--- config.mk ---
export PLATFORM = sky130hd
export DESIGN_NAME = vpm_regs
export DESIGN_NICKNAME = d
export VERILOG_FILES = /design/src/inc/vpm_pkg.sv /design/src/verilog/vpm_regs.sv
export SDC_FILE = /design/constraint.sdc
export NUM_CORES = 1
export LEC_CHECK = 0
export BUFFER_PORTS_ARGS = -buffer_cell sky130_fd_sc_hd__buf_2
export CORE_ASPECT_RATIO = 0.7
export CORE_UTILIZATION = 42
export DETAILED_ROUTE_END_ITERATION = 10
export SETUP_SLACK_MARGIN = 0.4
export SYNTH_ARGS = -nofsm -noshare
export SYNTH_HDL_FRONTEND = slang
export SYNTH_SLANG_ARGS = --single-unit
--- constraint.sdc ---
create_clock -name clk -period 2.96 [get_ports clk]
set_clock_uncertainty 0.15 [all_clocks]
set_input_delay 0.296 -clock clk [delete_from_list [all_inputs] [get_ports clk]]
set_output_delay 0.296 -clock clk [all_outputs]
set_load 0.05 [all_outputs]
--- src/inc/vpm_pkg.sv ---
/*
 * constants and types for the virtual partition map register bank.
 * assumes the system-register path of the processing element presents
 * decoded encoding fields and the current exception level each cycle.
 */
// Summary of operation
// - four 16-bit physical entries per 64-bit register
// - register n maps virtual ids 4n to 4n+3
// - warm reset leaves entries unknown; zero chosen
// - report highest implemented map register index
// - max index zero means only register zero
// - el1/el0 ids mapped only when enabled
// - entry valid only while its valid bit set
// - absent register access is undefined
// - no labelling effect without el2 enabled
// - selected by fixed encoding, op2 is index
// - el0 access is undefined
// - el1 nested memory mode redirects to save area
// - el1 nested mode traps to el2, else undefined
// - trap-lower traps to el3 unless halted secure
// - el2 untrapped and el3 read/write the register
// - mapped virtual ids label memory requests
`default_nettype none

package vpm_pkg;

	// ************************************
	// encoding and layout
	// ************************************
	localparam logic [1:0] ENC_OP0 = 2'h3;
	localparam logic [2:0] ENC_OP1 = 3'h4;
	localparam logic [3:0] ENC_CRN = 4'hA;
	localparam logic [3:0] ENC_CRM = 4'h6;
	localparam logic [2:0] REG_IDX_0 = 3'h0;
	localparam logic [2:0] REG_IDX_1 = 3'h1;
	localparam logic [2:0] REG_IDX_2 = 3'h2;
	localparam int ENTRY_W = 16;
	localparam int ENTRIES_PER_REG = 4;
	localparam int MAX_REGS = 8;
	localparam int DEF_NUM_REGS = 3;
	localparam logic [63:0] MAP_RESET = 64'h0;
	localparam logic [11:0] NV_BASE = 12'h940;
	localparam logic [5:0] TRAP_CLASS = 6'h18;

	// ************************************
	// exception levels and outcomes
	// ************************************
	localparam logic [1:0] EL0 = 2'h0;
	localparam logic [1:0] EL1 = 2'h1;
	localparam logic [1:0] EL2 = 2'h2;
	localparam logic [1:0] EL3 = 2'h3;

	typedef enum logic [2:0] {
		KIND_OK = 3'b000,
		KIND_UNDEF = 3'b001,
		KIND_TRAP_EL2 = 3'b010,
		KIND_TRAP_EL3 = 3'b011,
		KIND_NESTED_SAVE_AREA = 3'b100
	} vpm_kind_e;

endpackage : vpm_pkg

`default_nettype wire

--- src/verilog/vpm_regs.sv ---
/*
 * virtual-to-physical partition map registers with access checks
 * and the labelling lookup. assumes all inputs come from logic on clk.
 */
`timescale 1ns/10ps
`default_nettype none

module vpm_regs #(
	parameter int NUM_REGS = vpm_pkg::DEF_NUM_REGS
) (
	// clock and reset
	input wire logic clk,
	input wire logic rstn,
	// system register request
	input wire logic req_valid,
	input wire logic req_write,
	input wire logic [1:0] req_op0,
	input wire logic [2:0] req_op1,
	input wire logic [3:0] req_crn,
	input wire logic [3:0] req_crm,
	input wire logic [2:0] req_op2,
	input wire logic [63:0] req_wdata,
	// processor context
	input wire logic [1:0] cur_el,
	input wire logic el2_enabled,
	input wire logic nested_virt_bit,
	input wire logic nested_virt_memory_bit,
	input wire logic el3_present,
	input wire logic trap_lower_levels,
	input wire logic halted,
	input wire logic secure_debug_disable,
	input wire logic virtualization_present,
	// answer
	output logic resp_valid,
	output vpm_pkg::vpm_kind_e resp_kind,
	output logic [5:0] resp_class,
	output logic [11:0] resp_nv_addr,
	output logic [63:0] resp_rdata,
	output logic [2:0] map_register_max_index,
	// labelling path
	input wire logic el0_map_enable,
	input wire logic el1_map_enable,
	input wire logic [31:0] map_entry_valid,
	input wire logic src_is_el1,
	input wire logic [15:0] src_partition_i,
	input wire logic [15:0] src_partition_d,
	output logic [15:0] label_partition_i,
	output logic [15:0] label_partition_d,
	output logic label_miss_i,
	output logic label_miss_d
);

	// ************************************
	// state
	// ************************************
	localparam logic [15:0] NUM_IDS =
		16'(vpm_pkg::ENTRIES_PER_REG * NUM_REGS);

	typedef struct packed {
		logic [NUM_REGS-1:0][63:0] map;
		logic resp_valid;
		vpm_pkg::vpm_kind_e kind;
		logic [5:0] cls;
		logic [11:0] nv_addr;
		logic [63:0] rdata;
		logic [15:0] lab_i;
		logic [15:0] lab_d;
		logic miss_i;
		logic miss_d;
	} vpm_state_s;

	vpm_state_s r;
	vpm_state_s next_r;

	// ************************************
	// decode
	// ************************************
	logic sel;
	logic present;
	logic map_apply;

	assign sel = req_valid && req_op0 == vpm_pkg::ENC_OP0 &&
		req_op1 == vpm_pkg::ENC_OP1 &&
		req_crn == vpm_pkg::ENC_CRN &&
		req_crm == vpm_pkg::ENC_CRM;
	assign present = virtualization_present &&
		32'(req_op2) < NUM_REGS;
	// RAZ when virtualization is absent
	assign map_register_max_index = virtualization_present ?
		3'(NUM_REGS - 1) : 3'h0;

	// trap-lower check shared by el1 and el2
	function automatic vpm_pkg::vpm_kind_e el3_trap();
		if (halted && secure_debug_disable) begin
			return vpm_pkg::KIND_UNDEF;
		end
		return vpm_pkg::KIND_TRAP_EL3;
	endfunction : el3_trap

	function automatic vpm_pkg::vpm_kind_e decide();
		logic tl;
		tl = el3_present && trap_lower_levels;
		if (!present) begin
			return vpm_pkg::KIND_UNDEF;
		end
		unique case (cur_el)
			vpm_pkg::EL0: begin
				return vpm_pkg::KIND_UNDEF;
			end
			vpm_pkg::EL1: begin
				if (el2_enabled && nested_virt_bit &&
					nested_virt_memory_bit) begin
					return vpm_pkg::KIND_NESTED_SAVE_AREA;
				end
				if (el2_enabled && nested_virt_bit) begin
					if (tl) begin
						return el3_trap();
					end
					return vpm_pkg::KIND_TRAP_EL2;
				end
				return vpm_pkg::KIND_UNDEF;
			end
			vpm_pkg::EL2: begin
				if (tl) begin
					return el3_trap();
				end
				return vpm_pkg::KIND_OK;
			end
			vpm_pkg::EL3: begin
				return vpm_pkg::KIND_OK;
			end
		endcase
		return vpm_pkg::KIND_UNDEF;
	endfunction : decide

	// entry n sits in register n/4, lane n%4, low lane at bit 0
	function automatic logic [15:0] lookup(
		input logic [NUM_REGS-1:0][63:0] m,
		input logic [15:0] vid
	);
		logic [63:0] w;
		w = m[vid[4:2]];
		return w[vid[1:0]*vpm_pkg::ENTRY_W +: vpm_pkg::ENTRY_W];
	endfunction : lookup

	// ************************************
	// labelling
	// ************************************
	// no effect at all unless el2 is enabled
	assign map_apply = virtualization_present && el2_enabled &&
		(src_is_el1 ? el1_map_enable : el0_map_enable);

	function automatic logic entry_ok(input logic [15:0] vid);
		return vid < NUM_IDS && map_entry_valid[vid[4:0]];
	endfunction : entry_ok

	// ************************************
	// next state
	// ************************************
	always_comb begin
		vpm_pkg::vpm_kind_e k;
		k = decide();
		next_r = r;
		next_r.resp_valid = 1'b0;
		if (sel) begin
			next_r.resp_valid = 1'b1;
			next_r.kind = k;
			next_r.cls = (k == vpm_pkg::KIND_TRAP_EL2 ||
				k == vpm_pkg::KIND_TRAP_EL3) ? vpm_pkg::TRAP_CLASS : 6'h0;
			next_r.nv_addr = vpm_pkg::NV_BASE + {6'h0, req_op2, 3'h0};
			if (k == vpm_pkg::KIND_OK) begin
				if (req_write) begin
					// all 16 bits of each entry kept as written
					next_r.map[req_op2] = req_wdata;
				end else begin
					next_r.rdata = r.map[req_op2];
				end
			end
		end
		// miss gives partition zero rather than an unchecked entry
		if (map_apply) begin
			next_r.miss_i = !entry_ok(src_partition_i);
			next_r.miss_d = !entry_ok(src_partition_d);
			next_r.lab_i = entry_ok(src_partition_i) ?
				lookup(r.map, src_partition_i) : 16'h0;
			next_r.lab_d = entry_ok(src_partition_d) ?
				lookup(r.map, src_partition_d) : 16'h0;
		end else begin
			next_r.miss_i = 1'b0;
			next_r.miss_d = 1'b0;
			next_r.lab_i = src_partition_i;
			next_r.lab_d = src_partition_d;
		end
	end

	// entries need no reset value; zero keeps simulation clean
	always_ff @(posedge clk or negedge rstn) begin
		if (!rstn) begin
			r.map <= {NUM_REGS{vpm_pkg::MAP_RESET}};
			r.resp_valid <= 1'b0;
			r.kind <= vpm_pkg::KIND_OK;
			r.cls <= 6'h0;
			r.nv_addr <= 12'h0;
			r.rdata <= 64'h0;
			r.lab_i <= 16'h0;
			r.lab_d <= 16'h0;
			r.miss_i <= 1'b0;
			r.miss_d <= 1'b0;
		end else begin
			r <= next_r;
		end
	end

	assign resp_valid = r.resp_valid;
	assign resp_kind = r.kind;
	assign resp_class = r.cls;
	assign resp_nv_addr = r.nv_addr;
	assign resp_rdata = r.rdata;
	assign label_partition_i = r.lab_i;
	assign label_partition_d = r.lab_d;
	assign label_miss_i = r.miss_i;
	assign label_miss_d = r.miss_d;

	// ************************************
	// checks
	// ************************************
	property p_el0_undef;
		@(posedge clk) disable iff (!rstn)
		sel && cur_el == vpm_pkg::EL0 |=>
			resp_valid && resp_kind == vpm_pkg::KIND_UNDEF;
	endproperty
	a_el0_undef: assert property (p_el0_undef)
		else $error("el0 access not undefined");

	property p_absent;
		@(posedge clk) disable iff (!rstn)
		sel && 32'(req_op2) >= NUM_REGS |=>
			resp_kind == vpm_pkg::KIND_UNDEF;
	endproperty
	a_absent: assert property (p_absent)
		else $error("absent register not undefined");

	property p_nested_save_area;
		@(posedge clk) disable iff (!rstn)
		sel && present && cur_el == vpm_pkg::EL1 && el2_enabled &&
			nested_virt_bit && nested_virt_memory_bit &&
			req_op2 == vpm_pkg::REG_IDX_1 |=>
			resp_kind == vpm_pkg::KIND_NESTED_SAVE_AREA && resp_nv_addr == 12'h948;
	endproperty
	a_nested_save_area: assert property (p_nested_save_area)
		else $error("nested redirect address wrong");

	property p_trap_el2;
		@(posedge clk) disable iff (!rstn)
		sel && present && cur_el == vpm_pkg::EL1 && el2_enabled &&
			nested_virt_bit && !nested_virt_memory_bit &&
			!(el3_present && trap_lower_levels) |=>
			resp_kind == vpm_pkg::KIND_TRAP_EL2 && resp_class == 6'h18;
	endproperty
	a_trap_el2: assert property (p_trap_el2)
		else $error("el1 access did not trap to el2");

	property p_trap_el3;
		@(posedge clk) disable iff (!rstn)
		sel && present && cur_el == vpm_pkg::EL2 && el3_present &&
			trap_lower_levels && !(halted && secure_debug_disable) |=>
			resp_kind == vpm_pkg::KIND_TRAP_EL3 && resp_class == 6'h18;
	endproperty
	a_trap_el3: assert property (p_trap_el3)
		else $error("el2 access did not trap to el3");

	property p_halt_undef;
		@(posedge clk) disable iff (!rstn)
		sel && present && cur_el == vpm_pkg::EL2 && el3_present &&
			trap_lower_levels && halted && secure_debug_disable |=>
			resp_kind == vpm_pkg::KIND_UNDEF && resp_class == 6'h0;
	endproperty
	a_halt_undef: assert property (p_halt_undef)
		else $error("halted secure access not undefined");

	property p_write_read;
		@(posedge clk) disable iff (!rstn)
		sel && present && cur_el == vpm_pkg::EL3 && req_write &&
			req_op2 == vpm_pkg::REG_IDX_0 ##1
			sel && present && cur_el == vpm_pkg::EL3 && !req_write &&
			req_op2 == vpm_pkg::REG_IDX_0 |=>
			resp_rdata == $past(req_wdata, 2);
	endproperty
	a_write_read: assert property (p_write_read)
		else $error("el3 read did not return written value");

	property p_pass;
		@(posedge clk) disable iff (!rstn)
		!map_apply |=> label_partition_i == $past(src_partition_i) &&
			!label_miss_i;
	endproperty
	a_pass: assert property (p_pass)
		else $error("unmapped id was altered");

	property p_miss;
		@(posedge clk) disable iff (!rstn)
		map_apply && src_partition_d < NUM_IDS &&
			!map_entry_valid[src_partition_d[4:0]] |=>
			label_miss_d && label_partition_d == 16'h0;
	endproperty
	a_miss: assert property (p_miss)
		else $error("invalid entry used for labelling");

	property p_no_el2;
		@(posedge clk) disable iff (!rstn)
		!el2_enabled |=> !label_miss_i && !label_miss_d;
	endproperty
	a_no_el2: assert property (p_no_el2)
		else $error("mapping active without el2");

endmodule : vpm_regs

`default_nettype wire

==> metrics.md, run 1 <==
| Metric | Value |
|---|---|
| Total number of vias | ~12000 |
| Mean Syn Cell Area | between 10 and 15 um2 |
| Dpl hpwl | around 35000 um |
| Final WL | between 50000 and 60000 um |
| Wire length per cell | around 25 um |
| Gate count of the mapped netlist | about 1300 |
| Layout Utilization | 53.73% |
| Worst hold margin | between 0.015 and 0.02 ns |
| # rows | 60 |
| Pwr dens | around 430 nW/um2 |
| First-pass GRT wire length | around 76000 um |
| Multi-input gate area | between 8000 and 9000 um2 |
| Core ar. | ~39000 um2 |
| RePlAce Congestion | approximately 0.89 |
| Final Cycle Share | a little under nine tenths |
| Gr usage total | around a quarter |
| Yosys cell types | 48 |
| Status | finished clean |
| Clock power frac | a little over two fifths |
| Syn Std Cell Area | approximately 17000 um2 |
| Fmax | roughly 390 MHz |
| Maximum clock insertion buffer count | 3 |
| Die Ht | roughly 170 um |
| Post-route ant nets | 0 |
| Initial Utilization | between 40% and 50% |
| Setup total negative slack | 0 ns |
| Grt total ovfl | 0 |
| Synth async-reset ratio | 100.0% |
| Clock-pin slew on the worst setup and hold paths | around 0.06 ns |
| Largest net degree at the start of global routing | between 80 and 90 |
| Max-Cap Viols | 0 |
| Critical path type | in2reg |
| CP Data Required Time | between 3 and 4 ns |
| Pleak | roughly 10 nW |
| Max-slew headroom | a little over a third |
| Ys flop type | dfrtp_1 |
| EDFF count, synth | 0 |
| Critical path arrival | around 2.9 ns |
| Commonest non-fill, non-tap cell in the layout | dfrtp_1 |
| Top-level port count | about 280 |
| DR iter-0 viols | between 900 and 1000 |
| Max-slew violations | 0 |
| Synth warn | 0 |
| Clock Tree Root | clkbuf_16 |
| Crit start category | input pin |
| HP Class | in2reg |
| Area post-placement | 18730 um2 |
| Period minus WS final | around 2.6 ns |
| Yosys reg bits | 299 |
| Share of post-route cells with drive strength above 1 | approximately 49% |
| Finished layout cell area | approximately 21000 um2 |
| Area growth, synth to finish | 24.48% |
| Sw Ratio | 25.16% |
| Drt first pass iters | 6 |
| P_sw | 2.278 mW |
| Clk_lat worst skew | 0.58 ns |
| Nets@finish | roughly 1700 |
| CTS Sinks | 299 |
| Vias in the first global route | roughly 12000 |
| Worst IR Drop VDD | between 0.4 and 0.5 mV |
| H-tree levels | 1 |
| Crit end category | register |
| Crit path max fanout | 8 |
| Register area | approximately 7500 um2 |
| # setup viols final | 0 |
| Internal | roughly 6.8 mW |
| Die Area | approximately 41000 um2 |
| Seq pwr share | between 40% and 50% |
| RSZ-0062 raised after global routing | yes |
| Num CTS Buffers | 31 |
| TritonCTS clock tree | built |
| Sequential area share after synthesis | approximately 45% |
| Logic gate share of total power | a little over a tenth |
| # DRC | 0 |
| Port Buffers | about 260 |
| Commonest cells after routing, fill and taps aside | 299 x dfrtp_1, 251 x buf_2, 148 x mux2_2, 120 x mux2_4 |
| Fin. Hold Viols | 0 |
| Tightest Pin Transition | about 0.98 ns |
| DIE WIDTH | 240.9 um |
| Initial antenna violation count | 4 |
| Filler cells | between 3000 and 4000 |
| Routed vias/inst | around 5.6 |
==> per-layer routing <==
| metal | up-vias | global-route usage (%) | share of wire [%] |
|---|---|---|---|
| li1 | 5140 | - | - |
| met1 | 6209 | 32.51 | 42 |
| met2 | 362 | 42.42 | 50 |
| met3 | 86 | 3.774 | 4.8 |
| met4 | 0 | 7.512 | 2.8 |
| met5 | - | 0 | 0 |
==> worst max-delay path: stages <==
cell and delay [ns]:
buf_2 0.10, or4b_4 0.52, or4_4 0.56, clkinv_4 0.08, nand4_4 0.14, nor4b_4 0.33, buf_6 0.26, clkbuf_16 0.21
mux2_2 0.34
==> cell usage after synthesis (3+ instances only) <==
cell type    n  area, um2
a211o_1     15      131.4
a21oi_1      3      15.01
a32o_1      15      150.1
and3b_1      3      26.28
buf_1       17      63.81
buf_2        9      45.04
buf_4      121      908.4
buf_6       18      202.7
clkbuf_1    44      165.2
dfrtp_1    299       7482
inv_1        3      11.26
mux2_1       4      45.04
mux2_2     268       3018
mux2i_1     88      880.8
mux4_2      98       2207
nand2_1     98      367.9
nand2b_1    18      112.6
nand3_1      4      20.02
nand4_1      3      18.77
nor2_1       5      18.77
nor2b_1     17      106.4
nor4_1       6      37.54
o21ai_0     87      435.4
or3_1        4      25.02
==> state kept, by name (all words and copies together) (netlist names) <==
signal,cells
label_miss_i,1
resp_rdata,64
resp_valid,1
r,192
label_partition_d,16
resp_nv_addr,4
label_miss_d,1
label_partition_i,16
resp_kind,3
resp_class,1
==> cell type report <==
class                   count  area share [%]
multi-input cells         779           40.56
flip-flops and latches    299           35.81
repair buffers            429           15.52
clock inverters             6          0.5330
clock buffers              49           4.276
well taps                 527           3.156
inverters                   4         0.09582
diodes                      4         0.04791
==> worst paths after layout <==
check	slack, ns	to	depth (start not counted)	from
worst max-delay path	0.41	r[238]	9	req_op1[1]
worst min-delay path	0.02	resp_kind[1]	4	el2_enabled
worst max register to register	1.04	label_partition_i[3]	4	r[267]
worst min register to register	0.33	resp_nv_addr[5]	2	resp_nv_addr[5]
max in group asynchronous	1.63	resp_rdata[16]	3	rstn
min in group asynchronous	0.14	resp_rdata[57]	2	rstn
==> power by group through the flow <==
stage,Combinational (mW),Clock (mW),Sequential (mW)
floorplan,0.489,0,4.20
global placement,0.841,0,4.20
detailed placement,0.849,0,4.20
CTS,0.951,4.06,4.13
global route,1.02,4.22,4.13
finish,0.958,3.97,4.13
==> per-stage QoR <==
| stage | instances | setup WS (ns) | power (mW) |
|---|---|---|---|
| after floorplan | 1291 | -0.02827 | 4.693 |
| after global placement | 1933 | -0.1813 | 5.046 |
| after global routing | 2095 | 0.3345 | 9.364 |
| after detailed placement | 1933 | -0.1787 | 5.053 |
| after CTS | 2079 | 0.4088 | 9.138 |
| final | 2097 | 0.4089 | 9.055 |
==> logic make-up (layout without fill, tap and decap cells) <==
logic type / Yosys count / count (layout) / share of synthesized area (%)
buf+inv: 213 / 488 / 8.372
simple gates: 174 / 174 / 5.308
mux: 458 / 458 / 36.65
other cells: 1 / 16 / 0.02234
compound gates: 135 / 135 / 5.069
flops: 299 / 299 / 44.58
==> timing repair <==
action                                  in CTS  in global routing
gates resized for setup                      0                 26
setup buffers                                0                  8
endpoints found under the hold margin      289                  2
hold buffers                                91                  2
endpoints found under the setup margin       0                212
No activity file was read; power rests on OpenSTA's default activity.
==> run 2, diff against run 1 <==
==> constraint.sdc (replaced) <==
create_clock -name clk -period 2.5 [get_ports clk]
set_clock_uncertainty 0.15 [all_clocks]
set_input_delay 0.25 -clock clk [delete_from_list [all_inputs] [get_ports clk]]
set_output_delay 0.25 -clock clk [all_outputs]
set_load 0.05 [all_outputs]
==> run 2 against run 1 <==
  * Flip-flop and latch count unchanged
  * Die area unchanged
  * Count of clock-buffer cells in the layout down 5
  * Hold slack worse by 0.0020 ns
  * Non-clock buffer count up 17
  * First-iteration DRC count up 5.7%
  * Sequential share of layout area down 0.71 points
  * Global-route usage up 0.37 points
  * Register-to-register slack worse by 0.51 ns
  * Critical path type unchanged
  * Critical endpoint is now r[213]
==> metrics.md, run 2 (synthesis gave the netlist of run 1 again) <==
| Metric | Value |
|---|---|
| Status | finished clean |
| Worst reg2reg path depth | 4 (unchanged) |
| Final Cycle Share | 96.98% |
| P_sw | 2.709 mW (+19%) |
| Post-route ant nets | 0 (unchanged) |
| Max incr delay on CP | 0.55 ns (about the same) |
| HP Start | cur_el[1] |
| Commonest non-fill, non-tap cell in the layout | dfrtp_1 |
| DR iter-0 viols | 1007 (+5.7%) |
| Die Ht | 169.3 um (unchanged) |
| Biggest register | r |
| Reg2Reg Capture Point | label_partition_i[1] |
| Clock-pin slew on the worst setup and hold paths | 0.06 ns (about the same) |
| RePlAce Congestion | 0.8463 (-4.7%) |
| Clk_lat worst skew | 0.58 ns (about the same) |
| Vias in the first global route | 12460 (+0.95%) |
| Top delay family on crit path | simple AND/OR/NAND/NOR gates |
| Period minus WS final | 2.425 ns |
| Total number of vias | 12050 (+2.1%) |
| Die Area | 40780 um2 (unchanged) |
| H-tree levels | 1 (unchanged) |
| Crit path max fanout | 11 (+3) |
| Setup total negative slack | 0 ns (unchanged) |
| Max FFs per register | 192 (unchanged) |
| Final WL | 52580 um (+2.1%) |
| Crit start category | input pin |
| Num CTS Buffers | 30 (-3.2%) |
| Area growth, synth to finish | 27.01% |
| Commonest cells after routing, fill and taps aside | 299 x dfrtp_1, 251 x buf_2, 135 x mux2_2, 133 x mux2_4 |
| Critical path type | in2reg |
| Dpl hpwl | 35220 um (-0.28%) |
| # setup viols final | 0 (unchanged) |
| Internal | 7.890 mW (+16%) |
| CP max-delay cell | or4_4 |
| Met3 GRT Util | 4.750% (+0.98 points) |
| Max-Cap Viols | 0 (unchanged) |
| Nets@finish | 1721 (+0.94%) |
| M2 GR Usage | 42.68% (+0.26 points) |
| Share of post-route cells with drive strength above 1 | 49.11% (+0.45 points) |
| TritonCTS clock tree | built |
| Core ar. | 38890 um2 (unchanged) |
| Fin. Hold Viols | 0 (unchanged) |
| Port Buffers | 255 (unchanged) |
| Initial antenna violation count | 0 (-4) |
| Grt met1 use | 32.80% (+0.28 points) |
| Logic gate share of total power | 11.0% (+0.4 points) |
| # rows | 60 (unchanged) |
| Sw Ratio | 25.56% (+0.40 points) |
| Max-slew violations | 0 (unchanged) |
| Tightest Pin Transition | 0.8228 ns (-0.1544 ns) |
| Most used routing layer | met2 |
| Max-slew headroom | 44.78% (+9.9 points) |
| Inserted Diodes | 0 (-4) |
| Maximum clock insertion buffer count | 3 (unchanged) |
| Pwr dens | 497.2 nW/um2 (+15%) |
| Worst IR Drop VDD | 0.5512 mV (+30%) |
| DIE WIDTH | 240.9 um (unchanged) |
| Top-level port count | 284 (unchanged) |
| CTS Sinks | 299 (unchanged) |
| Hold Path Depth | 4 (unchanged) |
| Largest net degree at the start of global routing | 68 (-19%) |
| Pleak | 10.18 nW (+1.4%) |
| Final Power | 10.60 mW (+17%) |
| Routed vias/inst | 5.719 (+1.7%) |
| Initial Utilization | 43.16% (unchanged) |
| Critical path arrival | 2.74 ns (-0.11 ns) |
| Critical path buffers and inverters | 4 (unchanged) |
| First-pass GRT wire length | 76960 um (+1.4%) |
| Drt first pass iters | 5 (-1) |
| Clock Tree Root | clkbuf_16 |
| Fmax | 412.4 MHz |
| CP Data Required Time | 2.81 ns (-0.45 ns) |
| Clock power frac | 42.9% (-0.9 points) |
| Worst-path cell chain | buf_6 -> or4b_1 -> or4_4 -> clkinv_4 -> nand4_4 -> nor4b_2 -> buf_6 -> clkbuf_16 -> mux2_2 |
| Wire length per cell | 24.96 um (+1.6%) |
| Seq pwr share | 46.1% (+0.5 points) |
| Min-Delay Endpoint | resp_class[3] |
| # DRC | 0 (unchanged) |
| RSZ-0062 raised after global routing | yes |
| HP Class | in2reg |
| Most frequent CP cell | buf_6 |
| Grt total ovfl | 0 (unchanged) |
| R2R Path Start | r[121] |
| R2R setup slack | 0.53 ns (-0.51 ns) |
| Gr usage total | 25.20% (+0.37 points) |
| WP depth | 9 (unchanged) |
| Crit end category | register |
run 2: changes by cell type in the layout (fill, tap and decap cells not counted), sizes merged:
cell / before / now
bufinv: 3 / 2
inv: 4 / 3
clkinv: 3 / 6
diode: 4 / 0
clkbuf: 52 / 53
dlygate4sd3: 92 / 96
clkinvlp: 0 / 1
buf: 333 / 340
run 2: what timing repair did:
item | 4_1_cts | 5_1_grt
endpoints found under the setup margin | 256 | 275
endpoints found under the hold margin | 459 | 0
gates cloned | 3 | 10
hold buffers | 97 | 0
buffers inserted | 4 | 5
pin swaps | 0 | 4
resized for setup | 12 | 31
run 2: per-stage QoR:
step           area [um2]  std cells  setup slack (ns)  hold slack (ns)  utilization [%]
2_1_floorplan       17360       1291           -0.4423          -0.1956                -
3_3_place_gp        18810       1936           -0.5108           0.1212            48.38
3_5_place_dp        18810       1936           -0.5376           0.1116            48.38
4_1_cts             20920       2092            0.1429        0.0008685            53.81
5_1_grt             21320       2107           0.01920          0.04795            54.82
6_report            21320       2107           0.07540          0.01709            54.82
run 2: how the worst max path moves through the flow:
| stage | from | end |
|---|---|---|
| after global placement | req_op1[1] | r[304] |
| after floorplan | req_op1[1] | r[265] |
| after CTS | req_op1[1] | r[202] |
| final | req_op1[1] | r[213] |
| after global routing | req_op1[1] | resp_rdata[38] |
| after detailed placement | req_op1[1] | r[289] |
run 2: power groups by stage:
stage | Clock, mW | Sequential (mW) | Combinational (mW)
after floorplan | 0 | 4.98 | 0.584
after global placement | 0 | 4.98 | 1.03
after detailed placement | 0 | 4.98 | 1.03
after CTS | 4.65 | 4.89 | 1.16
after global routing | 4.82 | 4.89 | 1.24
final | 4.55 | 4.89 | 1.16
run 2: area by class of cell:
type / instances / area (um2)
repair buffers: 446 / 3677
flip-flops and latches: 299 / 7482
well taps: 527 / 659.4
clock inverters: 8 / 100.1
multi-input cells: 779 / 8513
fillers: 3312 / 17570
inverters: 4 / 20.02
clock buffers: 44 / 864.6
run 2: tightest hold or removal path, stage by stage:
cell and delay, ns:
buf_2 0.12, nand3_1 0.09, a21oi_1 0.09, a21o_1 0.15
run 2: routing by layer:
| layer | routed length, um | up-vias |
|---|---|---|
| li1 | - | 5177 |
| met1 | 21890 | 6367 |
| met2 | 26060 | 418 |
| met3 | 3027 | 87 |
| met4 | 1600 | 0 |
| met5 | 0 | - |
